File: config.mk
export PLATFORM = sky130hd
export DESIGN_NAME = tcc_channel
export DESIGN_NICKNAME = d
export VERILOG_FILES = /design/src/shared/tcc_pkg.sv /design/src/tcc_channel.sv
export VERILOG_INCLUDE_DIRS = /design/src /design/src/shared
export SDC_FILE = /design/constraint.sdc
export NUM_CORES = 1
export LEC_CHECK = 0
export BUFFER_PORTS_ARGS = -buffer_cell sky130_fd_sc_hd__buf_4
export CORE_MARGIN = 10
export CORE_UTILIZATION = 35
export CTS_CLUSTER_DIAMETER = 100
export DETAILED_ROUTE_END_ITERATION = 16
export GPL_ROUTABILITY_DRIVEN = 0
export SYNTH_ARGS = -nofsm -noshare
export SYNTH_HDL_FRONTEND = slang
export SYNTH_SLANG_ARGS = --single-unit
File: constraint.sdc
create_clock -name core_clk -period 2.04 [get_ports core_clk]
set_input_delay 0 -clock core_clk [delete_from_list [all_inputs] [get_ports core_clk]]
set_output_delay 0 -clock core_clk [all_outputs]
set_load 0.01 [all_outputs]
File: src/shared/tcc_map.svh
// Constants for the compare-toggle timer channel
`ifndef TCC_MAP_SVH
`define TCC_MAP_SVH
`define TCC_KEY_OPEN      16'ha502
`define TCC_KEY_CLOSE     16'ha500
`define TCC_PROT_RST      16'h0000
`define TCC_PSC_UNDIV     3'h0
`define TCC_PSC_DIV4      3'h1
`define TCC_PSC_DIV16     3'h2
`define TCC_PSC_DIV64     3'h3
`define TCC_CLR_NONE      3'h0
`define TCC_CLR_MATCH_A   3'h1
`define TCC_IO_TOGGLE_LO  4'h3
`define TCC_MODE_NORMAL   4'h0
`define TCC_PINFN_TIMER   6'h01
`define TCC_PINFN_RST     6'h00
`define TCC_CNT_RST       16'h0000
`define TCC_DIV_W         6
`endif

File: src/shared/tcc_pkg.sv
// Types for the compare-toggle timer channel
`default_nettype none
package tcc_pkg;
  // Channel setup fields, held by the surrounding register logic
  typedef struct packed {
    logic [2:0] prescalerSelect;
    logic [1:0] clockEdgeSelect;
    logic [2:0] counterClearSelect;
    logic [3:0] regAIoMode;
    logic [3:0] operatingModeField;
    logic       bufferASelect;
    logic       bufferBSelect;
  } tcc_cfg_t;
  // Pin-function access group
  typedef struct packed {
    logic       lockWr;
    logic       lockData;
    logic       pfsWeWr;
    logic       pfsWeData;
    logic       pfsWr;
    logic [5:0] pfsData;
  } tcc_pin_cfg_t;
endpackage
`default_nettype wire

File: src/tcc_channel.sv
// Compare-toggle timer channel with module stop, key and pin routing
`timescale 1ns/10ps
`default_nettype none
`include "tcc_map.svh"
module tcc_channel #(
  parameter int CNT_W = 16
) (
  input  wire logic                  core_clk,
  input  wire logic                  rst,
  input  wire logic                  protWr,
  input  wire logic [15:0]           protData,
  input  wire logic                  modStopWr,
  input  wire logic                  modStopData,
  input  wire logic                  channelStart,
  input  wire tcc_pkg::tcc_cfg_t     cfg,
  input  wire logic                  ioModeWr,
  input  wire logic                  cntWr,
  input  wire logic [CNT_W-1:0]      cntData,
  input  wire logic                  genAWr,
  input  wire logic [CNT_W-1:0]      genAData,
  input  wire logic                  outMasterEnable,
  input  wire tcc_pkg::tcc_pin_cfg_t pinCfg,
  input  wire logic                  portModePeriph,
  input  wire logic                  vectorSelect,
  input  wire logic                  otherUnitIrq,
  output logic                       pulsePinOut,
  output logic                       pulsePinOe,
  output logic                       moduleStopped,
  output logic [CNT_W-1:0]           channelCounter,
  output logic [CNT_W-1:0]           generalRegA,
  output logic                       sharedVectorIrq
);
  // Mask of divider bits that must be zero for a count tick
  function automatic logic [`TCC_DIV_W-1:0] divMask(input logic [2:0] psc);
    unique case (psc)
      `TCC_PSC_DIV4:  divMask = 6'h03;
      `TCC_PSC_DIV16: divMask = 6'h0f;
      `TCC_PSC_DIV64: divMask = 6'h3f;
      default:        divMask = 6'h00;
    endcase
  endfunction

  logic [15:0]           protReg;     // Last key written
  logic [`TCC_DIV_W-1:0] preDiv;      // Free divider for slow ticks
  logic                  outLevel;    // Timer output level
  logic                  matchIrq;    // Registered match event
  logic                  pinLock;     // Pin-function write lock
  logic                  pin_func_write_enable;       // Pin-function write enable
  logic [5:0]            pinFunc;     // Pin function code

  // Decode of the running condition
  wire normalMode = (cfg.operatingModeField == `TCC_MODE_NORMAL) &&
                    !cfg.bufferASelect && !cfg.bufferBSelect;
  wire enabled    = !moduleStopped && channelStart && normalMode;
  // Internal clock: every edge setting counts once per tick
  wire countTick  = enabled &&
                    ((preDiv & divMask(cfg.prescalerSelect)) == 6'h00);
  wire match      = countTick && (channelCounter == generalRegA);
  wire clearOnA   = cfg.counterClearSelect == `TCC_CLR_MATCH_A;
  wire keyOpen    = protReg == `TCC_KEY_OPEN;
  wire pfsAllowed = !pinLock && pin_func_write_enable;
  wire timerOwns  = outMasterEnable && portModePeriph &&
                    (pinFunc == `TCC_PINFN_TIMER) && !moduleStopped;
  wire regWrOk    = !moduleStopped;

  always_ff @(posedge core_clk) begin
    if (rst) begin
      protReg <= `TCC_PROT_RST;
    end else if (protWr) begin
      protReg <= protData;
    end
  end

  // stopped out of reset
  // A stray write without the key must not wake the block
  always_ff @(posedge core_clk) begin
    if (rst) begin
      moduleStopped <= 1'b1;
    end else if (modStopWr && keyOpen) begin
      moduleStopped <= modStopData;
    end
  end

  always_ff @(posedge core_clk) begin
    if (rst || !enabled) begin
      preDiv <= '0;
    end else begin
      preDiv <= preDiv + 6'h01;
    end
  end

  // counter: software write beats count and clear
  always_ff @(posedge core_clk) begin
    if (rst) begin
      channelCounter <= `TCC_CNT_RST;
    end else if (cntWr && regWrOk) begin
      channelCounter <= cntData;
    end else if (match && clearOnA) begin
      channelCounter <= `TCC_CNT_RST;
    end else if (countTick) begin
      channelCounter <= channelCounter + 16'h0001;
    end
  end

  always_ff @(posedge core_clk) begin
    if (rst) begin
      generalRegA <= `TCC_CNT_RST;
    end else if (genAWr && regWrOk) begin
      generalRegA <= genAData;
    end
  end

  // initial level on setup, action on match
  // Mode bit 2 gives the initial level, bits 1:0 the match action
  always_ff @(posedge core_clk) begin
    if (rst) begin
      outLevel <= 1'b0;
    end else if (ioModeWr && regWrOk) begin
      outLevel <= cfg.regAIoMode[2];
    end else if (match) begin
      unique case (cfg.regAIoMode[1:0])
        2'h1:    outLevel <= 1'b0;
        2'h2:    outLevel <= 1'b1;
        2'h3:    outLevel <= !outLevel;
        default: outLevel <= outLevel;
      endcase
    end
  end

  always_ff @(posedge core_clk) begin
    if (rst) begin
      pinLock <= 1'b1;
      pin_func_write_enable   <= 1'b0;
      pinFunc <= `TCC_PINFN_RST;
    end else begin
      if (pinCfg.lockWr) begin
        pinLock <= pinCfg.lockData;
      end
      // Enable can only move while the lock is open
      if (pinCfg.pfsWeWr && !pinLock) begin
        pin_func_write_enable <= pinCfg.pfsWeData;
      end
      if (pinCfg.pfsWr && pfsAllowed) begin
        pinFunc <= pinCfg.pfsData;
      end
    end
  end

  // Match event for the shared vector
  always_ff @(posedge core_clk) begin
    if (rst) begin
      matchIrq <= 1'b0;
    end else begin
      matchIrq <= match;
    end
  end

  // vector selector picks one unit only
  assign sharedVectorIrq = vectorSelect ? otherUnitIrq : matchIrq;
  // hardware drives the pin once routed, with master enable set and the module running
  assign pulsePinOe  = timerOwns;
  assign pulsePinOut = timerOwns & outLevel;
endmodule
`default_nettype wire

**After elaboration in Yosys (flattened, before gate mapping)**

Cells that the tools add are included.

- Flip-flop bits (word level): 65

- Add/sub/neg operators: 2
- Equal/unequal tests: 10
- Multiplexer cells: 8
- Bitwise gates (word level): 2
- Reductions and logical operators: 30

Operators with widths:

| cell | count |
|---|---|
| 16-bit two-way mux | 3 |
| 6-bit case mux with 3 select lines | 1 |
| 1-bit logical AND | 17 |
| 16-bit by 1-bit adder with 16-bit output (second input constant) | 1 |
| 16-bit == test | 1 |
| 16-bit == test (second input constant) | 1 |
| 6-bit by 1-bit adder with 6-bit output (second input constant) | 1 |
| 6-bit AND | 1 |
| 3-bit by 1-bit == test with 1-bit output (second input constant) | 2 |
| 3-bit by 2-bit == test with 1-bit output (second input constant) | 2 |
| 6-bit by 1-bit == test with 1-bit output (second input constant) | 1 |
| 1-bit logical NOT | 6 |
| 6-bit logical NOT | 1 |
| 2-bit == test (second input constant) | 2 |
| 4-bit logical NOT | 1 |
| 4-bit nonzero test | 1 |
| 1-bit two-way mux | 3 |
| 1-bit case mux with 3 select lines | 1 |
| 3-bit nonzero test | 1 |
| 2-bit by 1-bit == test with 1-bit output (second input constant) | 1 |
| 2-bit AND reduction | 1 |
| 2-bit nonzero test | 1 |
| 1-bit AND | 1 |
| 1-bit logical OR | 1 |

**Logic depth before layout (Yosys ltp)**

Gate-level depths: netlist of run 1.

- Depth in word-level cells: 9
- Gate-level depth with buffers: 7
- Gate-level depth less buffers: 7

**Worst setup path after synthesis of run 1**

OpenSTA, ideal clock, no wires.

- Kind: reg-to-reg
- From: reg moduleStopped
- To: reg channelCounter[10]
- Data arrival time: 1,680 ps
- Data required time: 1,907 ps
- Setup slack: 228 ps
- Stages on the path, launching flop included: 8
- Period minus slack after synthesis: 1,812 ps
- Cell sequence: dfxtp_1 > nor4b_1 > nand2_1 > a21o_2 > o31a_1 > buf_6 > o211ai_1 > o311ai_1

- Word-level cells in the longest chain between the ends: 8
- Elaborated cells on any way between the ends: 10
- Classes of those cells: mux: 2; reduce/logical: 8

Ends and longest elaborated chain:

| what | RTL line | text |
|---|---|---|
| start, declared | tcc_channel.sv:28 | `output logic moduleStopped,` |
| start signal, assigned | tcc_channel.sv:80 | `moduleStopped <= modStopData;` |
| 1-bit logical NOT * | tcc_channel.sv:54, tcc_channel.sv:64 |  |
| 1-bit logical AND (2 in a row) | tcc_channel.sv:54 | `wire enabled = !moduleStopped && channelStart && normalMode;` |
| 1-bit logical AND | tcc_channel.sv:56 | `wire countTick = enabled &&` |
| 1-bit logical AND | tcc_channel.sv:58 | `wire match = countTick && (channelCounter == generalRegA);` |
| 1-bit logical AND | tcc_channel.sv:98 | `end else if (match && clearOnA) begin` |
| 16-bit two-way mux | tcc_channel.sv:98 |  |
| 16-bit two-way mux | tcc_channel.sv:96 | `end else if (cntWr && regWrOk) begin` |
| end signal, assigned | tcc_channel.sv:95 | `` channelCounter <= `TCC_CNT_RST; `` |
| end signal, assigned | tcc_channel.sv:97 | `channelCounter <= cntData;` |
| end signal, assigned | tcc_channel.sv:99 | `` channelCounter <= `TCC_CNT_RST; `` |
| end, declared | tcc_channel.sv:29 | `output logic [CNT_W-1:0] channelCounter,` |

Every way passes the cells marked *; elsewhere a longest branch is shown, timed or not.
A chain may end at the register's enable or synchronous reset.

**Worst setup path in the final report of run 1**

- From: reg generalRegA[7]
- To: reg channelCounter[15]

- Word-level cells in the longest chain between the ends: 5
- Elaborated cells on any way between the ends: 6
- Classes of those cells: eq/ne: 1; mux: 2; reduce/logical: 3

Ends and longest elaborated chain:

| what | RTL line | text |
|---|---|---|
| start, declared | tcc_channel.sv:30 | `output logic [CNT_W-1:0] generalRegA,` |
| start signal, assigned | tcc_channel.sv:107 | `` generalRegA <= `TCC_CNT_RST; `` |
| start signal, assigned | tcc_channel.sv:109 | `generalRegA <= genAData;` |
| 16-bit == test * | tcc_channel.sv:58 |  |
| 1-bit logical AND * | tcc_channel.sv:58 |  |
| 1-bit logical AND * | tcc_channel.sv:98 |  |
| 16-bit two-way mux | tcc_channel.sv:98 |  |
| 16-bit two-way mux | tcc_channel.sv:96 |  |

Marks and branches as above.

==> impl_summary.txt, run 1 <==
----------------------------------------------------
[Clock network]
  Bufs on Longest Clock Path ... 2
  CTS H-tree lvls ... 3
  CTS tree ... done
  Clock root buffer ... sky130_fd_sc_hd__clkbuf_8
  Later-pin clock latency in the skew report ... 350 ps
  Total CTS buffers ... 9
  Clock sink count ... 65
  Clock transition at path regs ... 70 ps

[Synth]
  Simple-gate share of the synthesized area ... 25.2%
  Share of synthesized cell area in full adder, half adder and majority cells ... 1.60%
  Flop and latch count out of synthesis ... 65
  Top post-synthesis cells by area ... sky130_fd_sc_hd__dfxtp_1 42%, sky130_fd_sc_hd__mux2i_1 8.0%, sky130_fd_sc_hd__nand2_1 6.9%, sky130_fd_sc_hd__xor2_1 5.6%, sky130_fd_sc_hd__nor2_1 4.8%
  Mean cell area of the mapped netlist ... 8.57 um^2
  Number of different library cells in the post-synthesis netlist ... 51
  Portion of netlist area occupied by mux cells ... 8.38%
  Largest family of logic cells by synthesized area ... simple AND/OR/NAND/NOR gates
  Syn Std Cell Area ... 0.00312 mm^2
  Compound-gate portion of the synthesized area ... 13.5%
  Flip-flop cell with the highest count after synthesis ... sky130_fd_sc_hd__dfxtp_1
  Share of Yosys cell area claimed by the top area cell type ... 41.7%
  Sequential fraction of the synthesis area ... 41.7%
  Xor and xnor fraction of the mapped netlist area ... 6.18%
  Top cell type by total area after synthesis ... sky130_fd_sc_hd__dfxtp_1
  Async set-or-reset flop fraction in the synthesized netlist ... 0%
  Number of synthesized flops with an enable pin ... 0
  Post-Syn Nets ... 458
  Number of standard cells after synthesis ... 364
  Warning count from the yosys run ... 0

[Detailed routing]
  Detailed-route DRC error count ... 0
  Routed wire length ... 11300 um
  Post-detailed-route via-to-cell ratio ... 4.96
  Average routed wire per standard cell ... 16.5 um
  First-pass DRT Iterations ... 4
  Total number of vias ... 3395
  Number of antenna-violating nets in the routed design ... 0
  Iteration-0 DRC Markers ... 166

[Min path]
  Endpoint of the worst hold-timing path ... outLevel
  Number of cells traversed by the worst hold path ... 5
  Worst hold-check path type ... in2reg
  Worst min-delay path startpoint ... cfg[8]

[Power]
  Areal power density over the cells ... 586 mW/mm^2
  Highest ir drop seen on vdd ... 508 uV
  Static leakage power ... 2.38 nW

[Layout]
  Nets@finish ... 666
  Footprint of the flip-flops and latches ... 0.00130 mm^2
  Share of the core filled with cells in the final layout ... 59.9%
  Filler cell count in the final layout ... 765
  Layout Area Growth over Synthesis ... 66.8%
  Fraction of final layout cells sized beyond drive strength 1 ... 32.6%
  Multi-input combinational cell area ... 0.00175 mm^2
  Antenna fix cells ... 0

[Setup path]
  WP data arrival ... 2170 ps
  R2R Path End ... channelCounter[15]
  Setup slack, reg-to-reg ... 90 ps
  Critical path endpoint category ... flop
  CP Class ... reg2reg
  Master of the slowest instance on the critical path ... sky130_fd_sc_hd__dfxtp_2
  FF-to-FF Start ... generalRegA[7]
  Required @ worst endpoint ... 2260 ps
  Most frequent CP cell ... sky130_fd_sc_hd__buf_4
  Max FO, Critical Path ... 6
  Sequence of cells on the critical path ... xor2_1 -> nor4_2 -> buf_4 -> nand4_1 -> buf_4 -> o211ai_4 -> buf_6 -> o311ai_1
  CP bufs+invs ... 3
  CP top delay family ... buffers and inverters
  First element of the critical path ... generalRegA[7]
  Startpoint class of the critical path ... flop
  Stages on the worst setup path ... 8
  Delay of the slowest cell on the worst path ... 330 ps
  Worst reg2reg path depth ... 8

[Floorplanning]
  Placeable Area ... 0.00868 mm^2
  Die ar. ... 0.0131 mm^2
  Number of standard-cell rows in the floorplan ... 34
  Initial core utilization ... 35.9%
  Horizontal extent of the die ... 114 um
  Vertical die dimension ... 114 um
  I/O pin total ... 126

[Flow run]
  Maximum Capacitance Violations ... 0

[Timing]
  Fin. Hold Viols ... 0
  Final TNS setup ... 0 ps
  RSZ-0062 raised after global routing ... yes
  FMAX ... 513 MHz
  Final Slew Violations ... 0
  Setup clock skew after layout ... 8.28 ps
  Relative max-transition margin ... 69.1%
  Tmin final ... 1950 ps
  Final Setup Violations ... 0
  Portion of the clock cycle consumed by the worst path in the final layout ... 95.6%
  Slew at the pin closest to its max-slew limit ... 457 ps

[Global routing]
  Largest net degree at the start of global routing ... 36
  First-pass GRT wire length ... 18000 um
  Aggregate global routing overflow ... 0
  Antenna violations before repair ... 0
  Aggregate global-route resource usage ... 17.0%
  Vias in the first global route ... 3536

[Placement]
  PortBufs ... 122
  HPWL after DPL ... 8310 um

[Run status]
  Outcome ... complete, no violations

----------------------------------------------------
## cell type report
type | count | share of cell area (%)
sequential | 65 | 25.1
clock buffer | 9 | 2.38
inverter | 7 | 0.505
multi-input combinational | 274 | 33.6
clock inverter | 7 | 1.83
tap | 108 | 2.60
timing repair buffer | 215 | 34.0
## cells in the final DEF (no fill, tap or decap), drive strengths merged, types with 5 or more instances in the layout
master       netlist  routed
a21oi             24      24
buf                9     155
clkbuf             9       9
dfxtp             65      65
dlygate4sd3        0      60
inv                7       7
mux2i             25      25
nand2             57      57
nand3             18      18
nand4              6       6
nor2              40      40
nor2b              5       5
nor4               8       8
o211ai             6       6
o21ai              7       7
o311ai             7       7
xor2              20      20
## synthesized netlist by cell type, types with 3 or more instances
library cell               instances
sky130_fd_sc_hd__a21oi_1          23
sky130_fd_sc_hd__dfxtp_1          65
sky130_fd_sc_hd__and2_1            4
sky130_fd_sc_hd__inv_1             7
sky130_fd_sc_hd__xor2_1           20
sky130_fd_sc_hd__nor4_1            7
sky130_fd_sc_hd__nand2b_1          4
sky130_fd_sc_hd__nand2_1          57
sky130_fd_sc_hd__ha_1              4
sky130_fd_sc_hd__o21ai_0           7
sky130_fd_sc_hd__buf_2             3
sky130_fd_sc_hd__o311ai_1          7
sky130_fd_sc_hd__nor4b_1           3
sky130_fd_sc_hd__a21o_1            3
sky130_fd_sc_hd__nor2b_1           5
sky130_fd_sc_hd__clkbuf_1          9
sky130_fd_sc_hd__nor2_1           40
sky130_fd_sc_hd__and4_1            4
sky130_fd_sc_hd__mux2i_1          25
sky130_fd_sc_hd__nand4_1           6
sky130_fd_sc_hd__o211ai_1          5
sky130_fd_sc_hd__buf_1             4
sky130_fd_sc_hd__nand3_1          18
## layer usage
metal / track usage [%] / part of all wire [%] / wire length (um) / up-vias
met5: 0 / 0 / 0 / -
met2: 27.5 / 48 / 5440 / 140
met4: 5.93 / 1.3 / 152 / 0
met1: 20.7 / 42 / 4710 / 1544
li1: - / - / - / 1699
met3: 5.35 / 9.1 / 1030 / 12
## metrics by stage
step | hold WS [ps] | total power (W) | cell area [um^2] | worst slack, ps | std cells
2_1_floorplan | 109 | 0.00151 | 3120 | 228 | 364
3_3_place_gp | 201 | 0.00174 | 4330 | 2.75 | 608
3_5_place_dp | 210 | 0.00175 | 4330 | -51.7 | 608
4_1_cts | 3.75 | 0.00305 | 5150 | 5.97 | 684
5_1_grt | 33.6 | 0.00318 | 5200 | -44.0 | 685
6_report | 23.4 | 0.00305 | 5200 | 89.2 | 685
## report_power, final
part,switching [W],internal [W]
clock network,0.000540,0.000688
registers,0.0000208,0.00130
logic,0.000196,0.000304
total,0.000757,0.00229
## worst register-to-register path: stages (launching register included)
cell	delay (ps)
sky130_fd_sc_hd__dfxtp_2	330
sky130_fd_sc_hd__xor2_1	160
sky130_fd_sc_hd__nor4_2	310
sky130_fd_sc_hd__buf_4	160
sky130_fd_sc_hd__nand4_1	140
sky130_fd_sc_hd__buf_4	200
sky130_fd_sc_hd__o211ai_4	250
sky130_fd_sc_hd__buf_6	160
sky130_fd_sc_hd__o311ai_1	110
## cells by family after synthesis
| kind of cell | Yosys count |
|---|---|
| adder cells (fa/ha/maj) | 4 |
| flip-flops | 65 |
| buffers and inverters | 25 |
| XOR/XNOR | 22 |
| AO/OA/AOI/OAI | 60 |
| AND/OR/NAND/NOR | 162 |
| multiplexers | 26 |
## worst max-delay path by stage
stage	endpoint	slack, ps
floorplan	channelCounter[10]	230
global placement	channelCounter[7]	3
CTS	channelCounter[15]	6
global route	channelCounter[15]	-40
detailed placement	channelCounter[7]	-50
finish	channelCounter[15]	90
## repair_timing
item                                    4_1_cts  5_1_grt
endpoints found under the setup margin        8       19
hold endpoints to repair                     53        0
buffers inserted                              0        1
gates resized for setup                       1       10
hold buffers                                 60        0
## flip-flops by register name, summed over array words and instances (netlist names)
register / flops
pinLock: 1
matchIrq: 1
pinFunc: 6
outLevel: 1
protReg: 16
channelCounter: 16
generalRegA: 16
preDiv: 6
moduleStopped: 1
pin_func_write_enable: 1
(Power assumes the default switching activity.)
==> run 2: changes to the inputs <==
- ABC_AREA: unset -> 1
- TNS_END_PERCENT: unset -> 10
==> run 2 against run 1 <==
Worst setup slack improved by 250 ps. Critical endpoint is now channelCounter[2]. Flip-flop and latch count unchanged. Core utilization decreased by 4.1 points. Wire length increased by 3.4%. Combinational power decreased by 32%. Hold slack improved by 26 ps.
==> impl_summary.txt, run 2 <==
----------------------------------------------------
[Clock network]
  CTS-repair resized insts ... 0
  Later-pin clock latency in the skew report ... 350 ps
  Count of hold-fix buffers inserted at cts ... 68
  Bufs on Longest Clock Path ... 2
  Clock transition at path regs ... 80 ps
  Total CTS buffers ... 9
  CTS tree ... done
  Post-CTS Repair Setup Buffers ... 0
  Clock sink count ... 65
  Clock root buffer ... sky130_fd_sc_hd__clkbuf_8
  CTS H-tree lvls ... 3

[Detailed routing]
  Routed wire length ... 11700 um
  Iteration-0 DRC Markers ... 134
  First-pass DRT Iterations ... 4
  Number of antenna-violating nets in the routed design ... 0
  Detailed-route DRC error count ... 0
  Average routed wire per standard cell ... 13.8 um
  Total number of vias ... 3975
  Post-detailed-route via-to-cell ratio ... 4.68

[Layout]
  Nets@finish ... 805
  Most used cells in the layout excluding fill and tap cells ... 129 x sky130_fd_sc_hd__buf_4, 88 x sky130_fd_sc_hd__nand2_1, 68 x sky130_fd_sc_hd__dlygate4sd3_1
  Biggest regs ... channelCounter (16), generalRegA (16), protReg (16)
  Fraction of final layout cells sized beyond drive strength 1 ... 28.2%
  Finished Layout Cells ... 850
  Layout Area Growth over Synthesis ... 53.6%
  Share of the core filled with cells in the final layout ... 55.9%
  Most frequent standard cell in the layout excluding fill and tap cells ... sky130_fd_sc_hd__buf_4

[Setup path]
  Required @ worst endpoint ... 2280 ps
  Critical path endpoint category ... flop
  CP Class ... reg2reg
  Max FO, Critical Path ... 13
  WP data arrival ... 1940 ps
  Startpoint class of the critical path ... flop

[Global routing]
  Global routing usage on met2 ... 26.7%
  Grt met1 use ... 18.2%
  Vias in the first global route ... 4063
  First-pass GRT wire length ... 19300 um
  Routing layer with the top usage in global route ... met2
  Antenna violations before repair ... 1
  Largest net degree at the start of global routing ... 32
  Met3 routing resource usage after global routing ... 6.10%
  Aggregate global-route resource usage ... 15.9%
  Aggregate global routing overflow ... 0

[Timing]
  Final TNS setup ... 0 ps
  Tmin final ... 1700 ps
  Relative max-transition margin ... 59.8%
  FMAX ... 589 MHz
  Fin. Hold Viols ... 0
  Final Slew Violations ... 0
  RSZ-0062 raised after global routing ... no
  Portion of the clock cycle consumed by the worst path in the final layout ... 83.2%
  Final Setup Violations ... 0
  Setup clock skew after layout ... 11.1 ps
  Slew at the pin closest to its max-slew limit ... 602 ps

[Synth]
  Sequential fraction of the synthesis area ... 36.3%
  Flop and latch count out of synthesis ... 65
  Async set-or-reset flop fraction in the synthesized netlist ... 0%
  Flip-flop cell with the highest count after synthesis ... sky130_fd_sc_hd__dfxtp_1
  Most used standard cell by instance count after synthesis ... sky130_fd_sc_hd__nand2_1
  Warning count from the yosys run ... 0
  Most numerous cell types in the synthesized netlist ... 88 x sky130_fd_sc_hd__nand2_1, 66 x sky130_fd_sc_hd__nor2_1, 65 x sky130_fd_sc_hd__dfxtp_1
  Syn Std Cell Area ... 0.00359 mm^2
  Top post-synthesis cells by area ... sky130_fd_sc_hd__dfxtp_1 36%, sky130_fd_sc_hd__nand2_1 9.2%, sky130_fd_sc_hd__nor2_1 6.9%, sky130_fd_sc_hd__o21ai_0 6.7%, sky130_fd_sc_hd__inv_1 6.5%
  Share of Yosys cell area claimed by the top area cell type ... 36.3%
  Top cell type by total area after synthesis ... sky130_fd_sc_hd__dfxtp_1
  Post-Syn Nets ... 615
  Mean cell area of the mapped netlist ... 6.89 um^2
  Number of different library cells in the post-synthesis netlist ... 32
  Number of standard cells after synthesis ... 521
  Number of synthesized flops with an enable pin ... 0

[Power]
  Clock network fraction of design power ... 41.0%
  Part of the power in registers ... 46.7%
  Internal power ... 0.00209 W
  Net load switching power ... 0.000695 W
  Highest ir drop seen on vdd ... 356 uV
  Proportion of total power due to net switching ... 24.9%
  Static leakage power ... 2.58 nW
  Relative contribution of combinational cells to total power ... 12.3%
  Areal power density over the cells ... 505 mW/mm^2

[Floorplanning]
  I/O pin total ... 126
  Vertical die dimension ... 121 um
  Die ar. ... 0.0147 mm^2
  Initial core utilization ... 36.4%
  Number of standard-cell rows in the floorplan ... 36
  Placeable Area ... 0.00986 mm^2
  Horizontal extent of the die ... 121 um

[Flow run]
  Maximum Capacitance Violations ... 0

[Placement]
  HPWL after DPL ... 8440 um
  Cell count after placement ... 765
  PortBufs ... 122

[Run status]
  Outcome ... complete, no violations

[Min path]
  Worst hold-check path type ... in2reg

----------------------------------------------------
run 2: logic make-up after synthesis:
group,Yosys count,share of synthesized area (%)
XOR/XNOR,13,3.17
AND/OR/NAND/NOR,227,30.7
AO/OA/AOI/OAI,117,17.5
buffers and inverters,94,10.7
adder cells (fa/ha/maj),4,1.39
multiplexers,1,0.314
flip-flops,65,36.3
run 2: final cells by class:
type / instances / area [um^2]
inverters: 76 / 289
clock buffers: 9 / 124
clock inverters: 7 / 76.3
diodes: 1 / 2.50
repair buffers: 197 / 1650
flip-flops and latches: 65 / 1300
fillers: 919 / 4350
multi-input cells: 362 / 1900
well taps: 133 / 166
run 2: worst max-delay path, cell delays in order, from the launching register on:
cell and delay, ps:
sky130_fd_sc_hd__dfxtp_1 460, sky130_fd_sc_hd__inv_2 70, sky130_fd_sc_hd__nand2_1 60, sky130_fd_sc_hd__nand2_1 50
sky130_fd_sc_hd__nor2_1 210, sky130_fd_sc_hd__nand2_2 110, sky130_fd_sc_hd__nor2_4 130, sky130_fd_sc_hd__nand4_4 270
sky130_fd_sc_hd__nand3_1 160, sky130_fd_sc_hd__a21oi_1 70
run 2: metal layers:
metal | routed length (um) | up-vias
li1 | - | 2064
met2 | 5500 | 117
met5 | 0 | -
met1 | 5110 | 1779
met3 | 916 | 15
met4 | 193 | 0
run 2: final timing paths:
path / from / cells past startpoint / to / slack (ps)
worst min-delay path: cfg[8] / 5 / outLevel / 50
worst min register to register: preDiv[0] / 1 / preDiv[0] / 450
worst max-delay path: channelCounter[9] / 9 / channelCounter[2] / 340
worst max register to register: channelCounter[9] / 9 / channelCounter[2] / 340
run 2: power groups by stage:
stage,clock network (W),logic (W),registers [W]
floorplan,0,0.0000782,0.00133
global placement,0,0.000226,0.00133
detailed placement,0,0.000229,0.00133
CTS,0.00117,0.000337,0.00130
global route,0.00124,0.000374,0.00130
finish,0.00114,0.000342,0.00130
run 2: through the flow:
step,instance area [um^2],total power [W],hold slack (ps),setup slack [ps]
floorplan,3590,0.00141,69.1,534
global placement,4630,0.00156,195,385
detailed placement,4630,0.00156,203,347
CTS,5510,0.00281,48.4,323
global route,5510,0.00291,62.6,179
finish,5510,0.00279,49.0,342
==> run 3: changes to the inputs <==
- ABC_AREA: 1 -> 0
- clock period: 2.04 -> 1.6 ns (I/O delays scaled with it)
==> run 3 against run 2 <==
The flow now finishes with violations (setup timing). Power is 48% higher. Largest power group is now clock. First-iteration DRC count is 54% higher. Worst setup slack worse by 640 ps. Final area rose by 0.18%. Sequential share of layout area is 0.27 points higher. Via count is 9.5% lower. Clock skew down 2.2 ps. Sequential power up 30%. Core utilization grew 7.8 points. Clock-buffer cell count stayed put. Maximum frequency shrank 11%.
==> impl_summary.txt, run 3 (synthesis results as in run 1) <==
----------------------------------------------------
[Detailed routing]
  Total number of vias ... 3599
  Routed wire length ... 11900 um
  Post-detailed-route via-to-cell ratio ... 5.03
  Detailed-route DRC error count ... 0
  First-pass DRT Iterations ... 5
  Iteration-0 DRC Markers ... 207
  Average routed wire per standard cell ... 16.7 um
  Number of antenna-violating nets in the routed design ... 0

[Timing]
  Fin. Hold Viols ... 0
  Final Slew Violations ... 0
  Final TNS setup ... -3510 ps
  Relative max-transition margin ... 75.0%
  RSZ-0062 raised after global routing ... yes
  FMAX ... 527 MHz
  Slew at the pin closest to its max-slew limit ... 374 ps
  Setup clock skew after layout ... 8.92 ps
  Final Setup Violations ... 18
  Portion of the clock cycle consumed by the worst path in the final layout ... 119%
  Final worst setup slack ... -299 ps
  Tmin final ... 1900 ps

[Global routing]
  Aggregate global-route resource usage ... 17.8%
  First-pass GRT wire length ... 18900 um
  Largest net degree at the start of global routing ... 37
  Antenna violations before repair ... 0
  Vias in the first global route ... 3721
  Aggregate global routing overflow ... 0

[Layout]
  Antenna fix cells ... 0
  Share of the core filled with cells in the final layout ... 63.6%
  Footprint of the flip-flops and latches ... 0.00132 mm^2
  Most used cells in the layout excluding fill and tap cells ... 184 x sky130_fd_sc_hd__buf_4, 59 x sky130_fd_sc_hd__dlygate4sd3_1, 57 x sky130_fd_sc_hd__nand2_1
  Layout Area Growth over Synthesis ... 77.1%
  Filler cell count in the final layout ... 723
  Most frequent standard cell in the layout excluding fill and tap cells ... sky130_fd_sc_hd__buf_4
  Biggest regs ... channelCounter (16), generalRegA (16), protReg (16)
  Multi-input combinational cell area ... 0.00181 mm^2
  Nets@finish ... 696
  Fraction of final layout cells sized beyond drive strength 1 ... 39.0%

[Setup path]
  CP Class ... reg2reg
  Max FO, Critical Path ... 4
  Required @ worst endpoint ... 1810 ps
  Critical path endpoint category ... flop
  WP data arrival ... 2110 ps
  Startpoint class of the critical path ... flop

[Run status]
  Outcome ... finished with violations
  Violated checks ... setup timing

[Power]
  Areal power density over the cells ... 748 mW/mm^2
  Highest ir drop seen on vdd ... 509 uV
  Static leakage power ... 2.55 nW
  Total power consumption of the routed design ... 0.00413 W

[Clock network]
  Later-pin clock latency in the skew report ... 350 ps
  CTS H-tree lvls ... 3
  Clock sink count ... 65
  Total CTS buffers ... 9
  Bufs on Longest Clock Path ... 2
  Clock root buffer ... sky130_fd_sc_hd__clkbuf_8
  Clock transition at path regs ... 70 ps
  CTS tree ... done

[Floorplanning]
  Initial core utilization ... 35.9%
  Vertical die dimension ... 114 um
  Number of standard-cell rows in the floorplan ... 34
  Horizontal extent of the die ... 114 um
  I/O pin total ... 126
  Die ar. ... 0.0131 mm^2
  Placeable Area ... 0.00868 mm^2

[Placement]
  PortBufs ... 122
  HPWL after DPL ... 8830 um

[Flow run]
  Maximum Capacitance Violations ... 0

[Min path]
  Worst hold-check path type ... in2reg

----------------------------------------------------
==> run 3: changes by cell type in the layout (fill, tap and decap cells not counted), sizes merged, moves of 7 or more <==
| cell | change |
|---|---|
| a21oi | -31 |
| buf | +56 |
| dlygate4sd3 | -9 |
| inv | -69 |
| mux2i | +25 |
| nand2 | -39 |
| nand3 | -17 |
| nor2 | -37 |
| o21ai | -53 |
| o311ai | +7 |
| xor2 | +7 |
==> run 3: where the power goes <==
group | internal [W] | switching (W) | total (W)
clock network | 0.00105 | 0.000710 | 0.00176
logic | 0.000405 | 0.000275 | 0.000679
registers | 0.00166 | 0.0000279 | 0.00169
total | 0.00312 | 0.00101 | 0.00413
==> run 3: what timing repair did <==
item                                    CTS  global route
gates cloned                              1             0
pin swaps                                 9             4
hold buffers                             59             0
endpoints found under the setup margin   20            21
gates resized for setup                  15             8
buffers inserted                          0             0
hold endpoints to repair                 55             0
==> run 3: cell type report <==
class,count,share of cell area [%]
sequential,65,23.9
clock inverter,7,2.29
clock buffer,9,2.24
inverter,7,0.476
timing repair buffer,244,35.9
multi-input combinational,275,32.8
tap,108,2.45
==> run 3: worst paths after layout <==
path                        start            endpoint  slack (ps)  depth (start not counted)
hold / removal        cntData[15]  channelCounter[15]          30                          4
hold reg to reg         preDiv[0]           preDiv[0]         430                          1
setup / recovery  generalRegA[10]  channelCounter[13]        -300                          7
setup reg to reg  generalRegA[10]  channelCounter[13]        -300                          7
==> run 3: per-layer routing <==
layer  vias to the layer above  global-route usage (%)  wire length, um
met3                        25                    6.34             1090
met5                         -                       0                0
met1                      1633                    20.9             4810
li1                       1771                       -                -
met2                       170                    29.6             5720
met4                         0                    5.60              286
==> run 3: through the flow <==
stage / hold WS, ps / cell area, um^2 / worst slack, ps / instances
global placement: 201 / 4580 / -358 / 639
finish: 34.6 / 5520 / -299 / 715
CTS: 35.1 / 5490 / -317 / 715
detailed placement: 220 / 4580 / -372 / 639
floorplan: 109 / 3140 / -156 / 364
global route: 48.6 / 5520 / -412 / 715
==> run 3: worst max-delay path: stages (launching register included) <==
cell                       delay (ps)
sky130_fd_sc_hd__dfxtp_2          330
sky130_fd_sc_hd__xor2_1           170
sky130_fd_sc_hd__nor4_2           330
sky130_fd_sc_hd__nand4_1          240
sky130_fd_sc_hd__buf_4            220
sky130_fd_sc_hd__o211ai_4         200
sky130_fd_sc_hd__buf_4            160
sky130_fd_sc_hd__o311ai_1         120
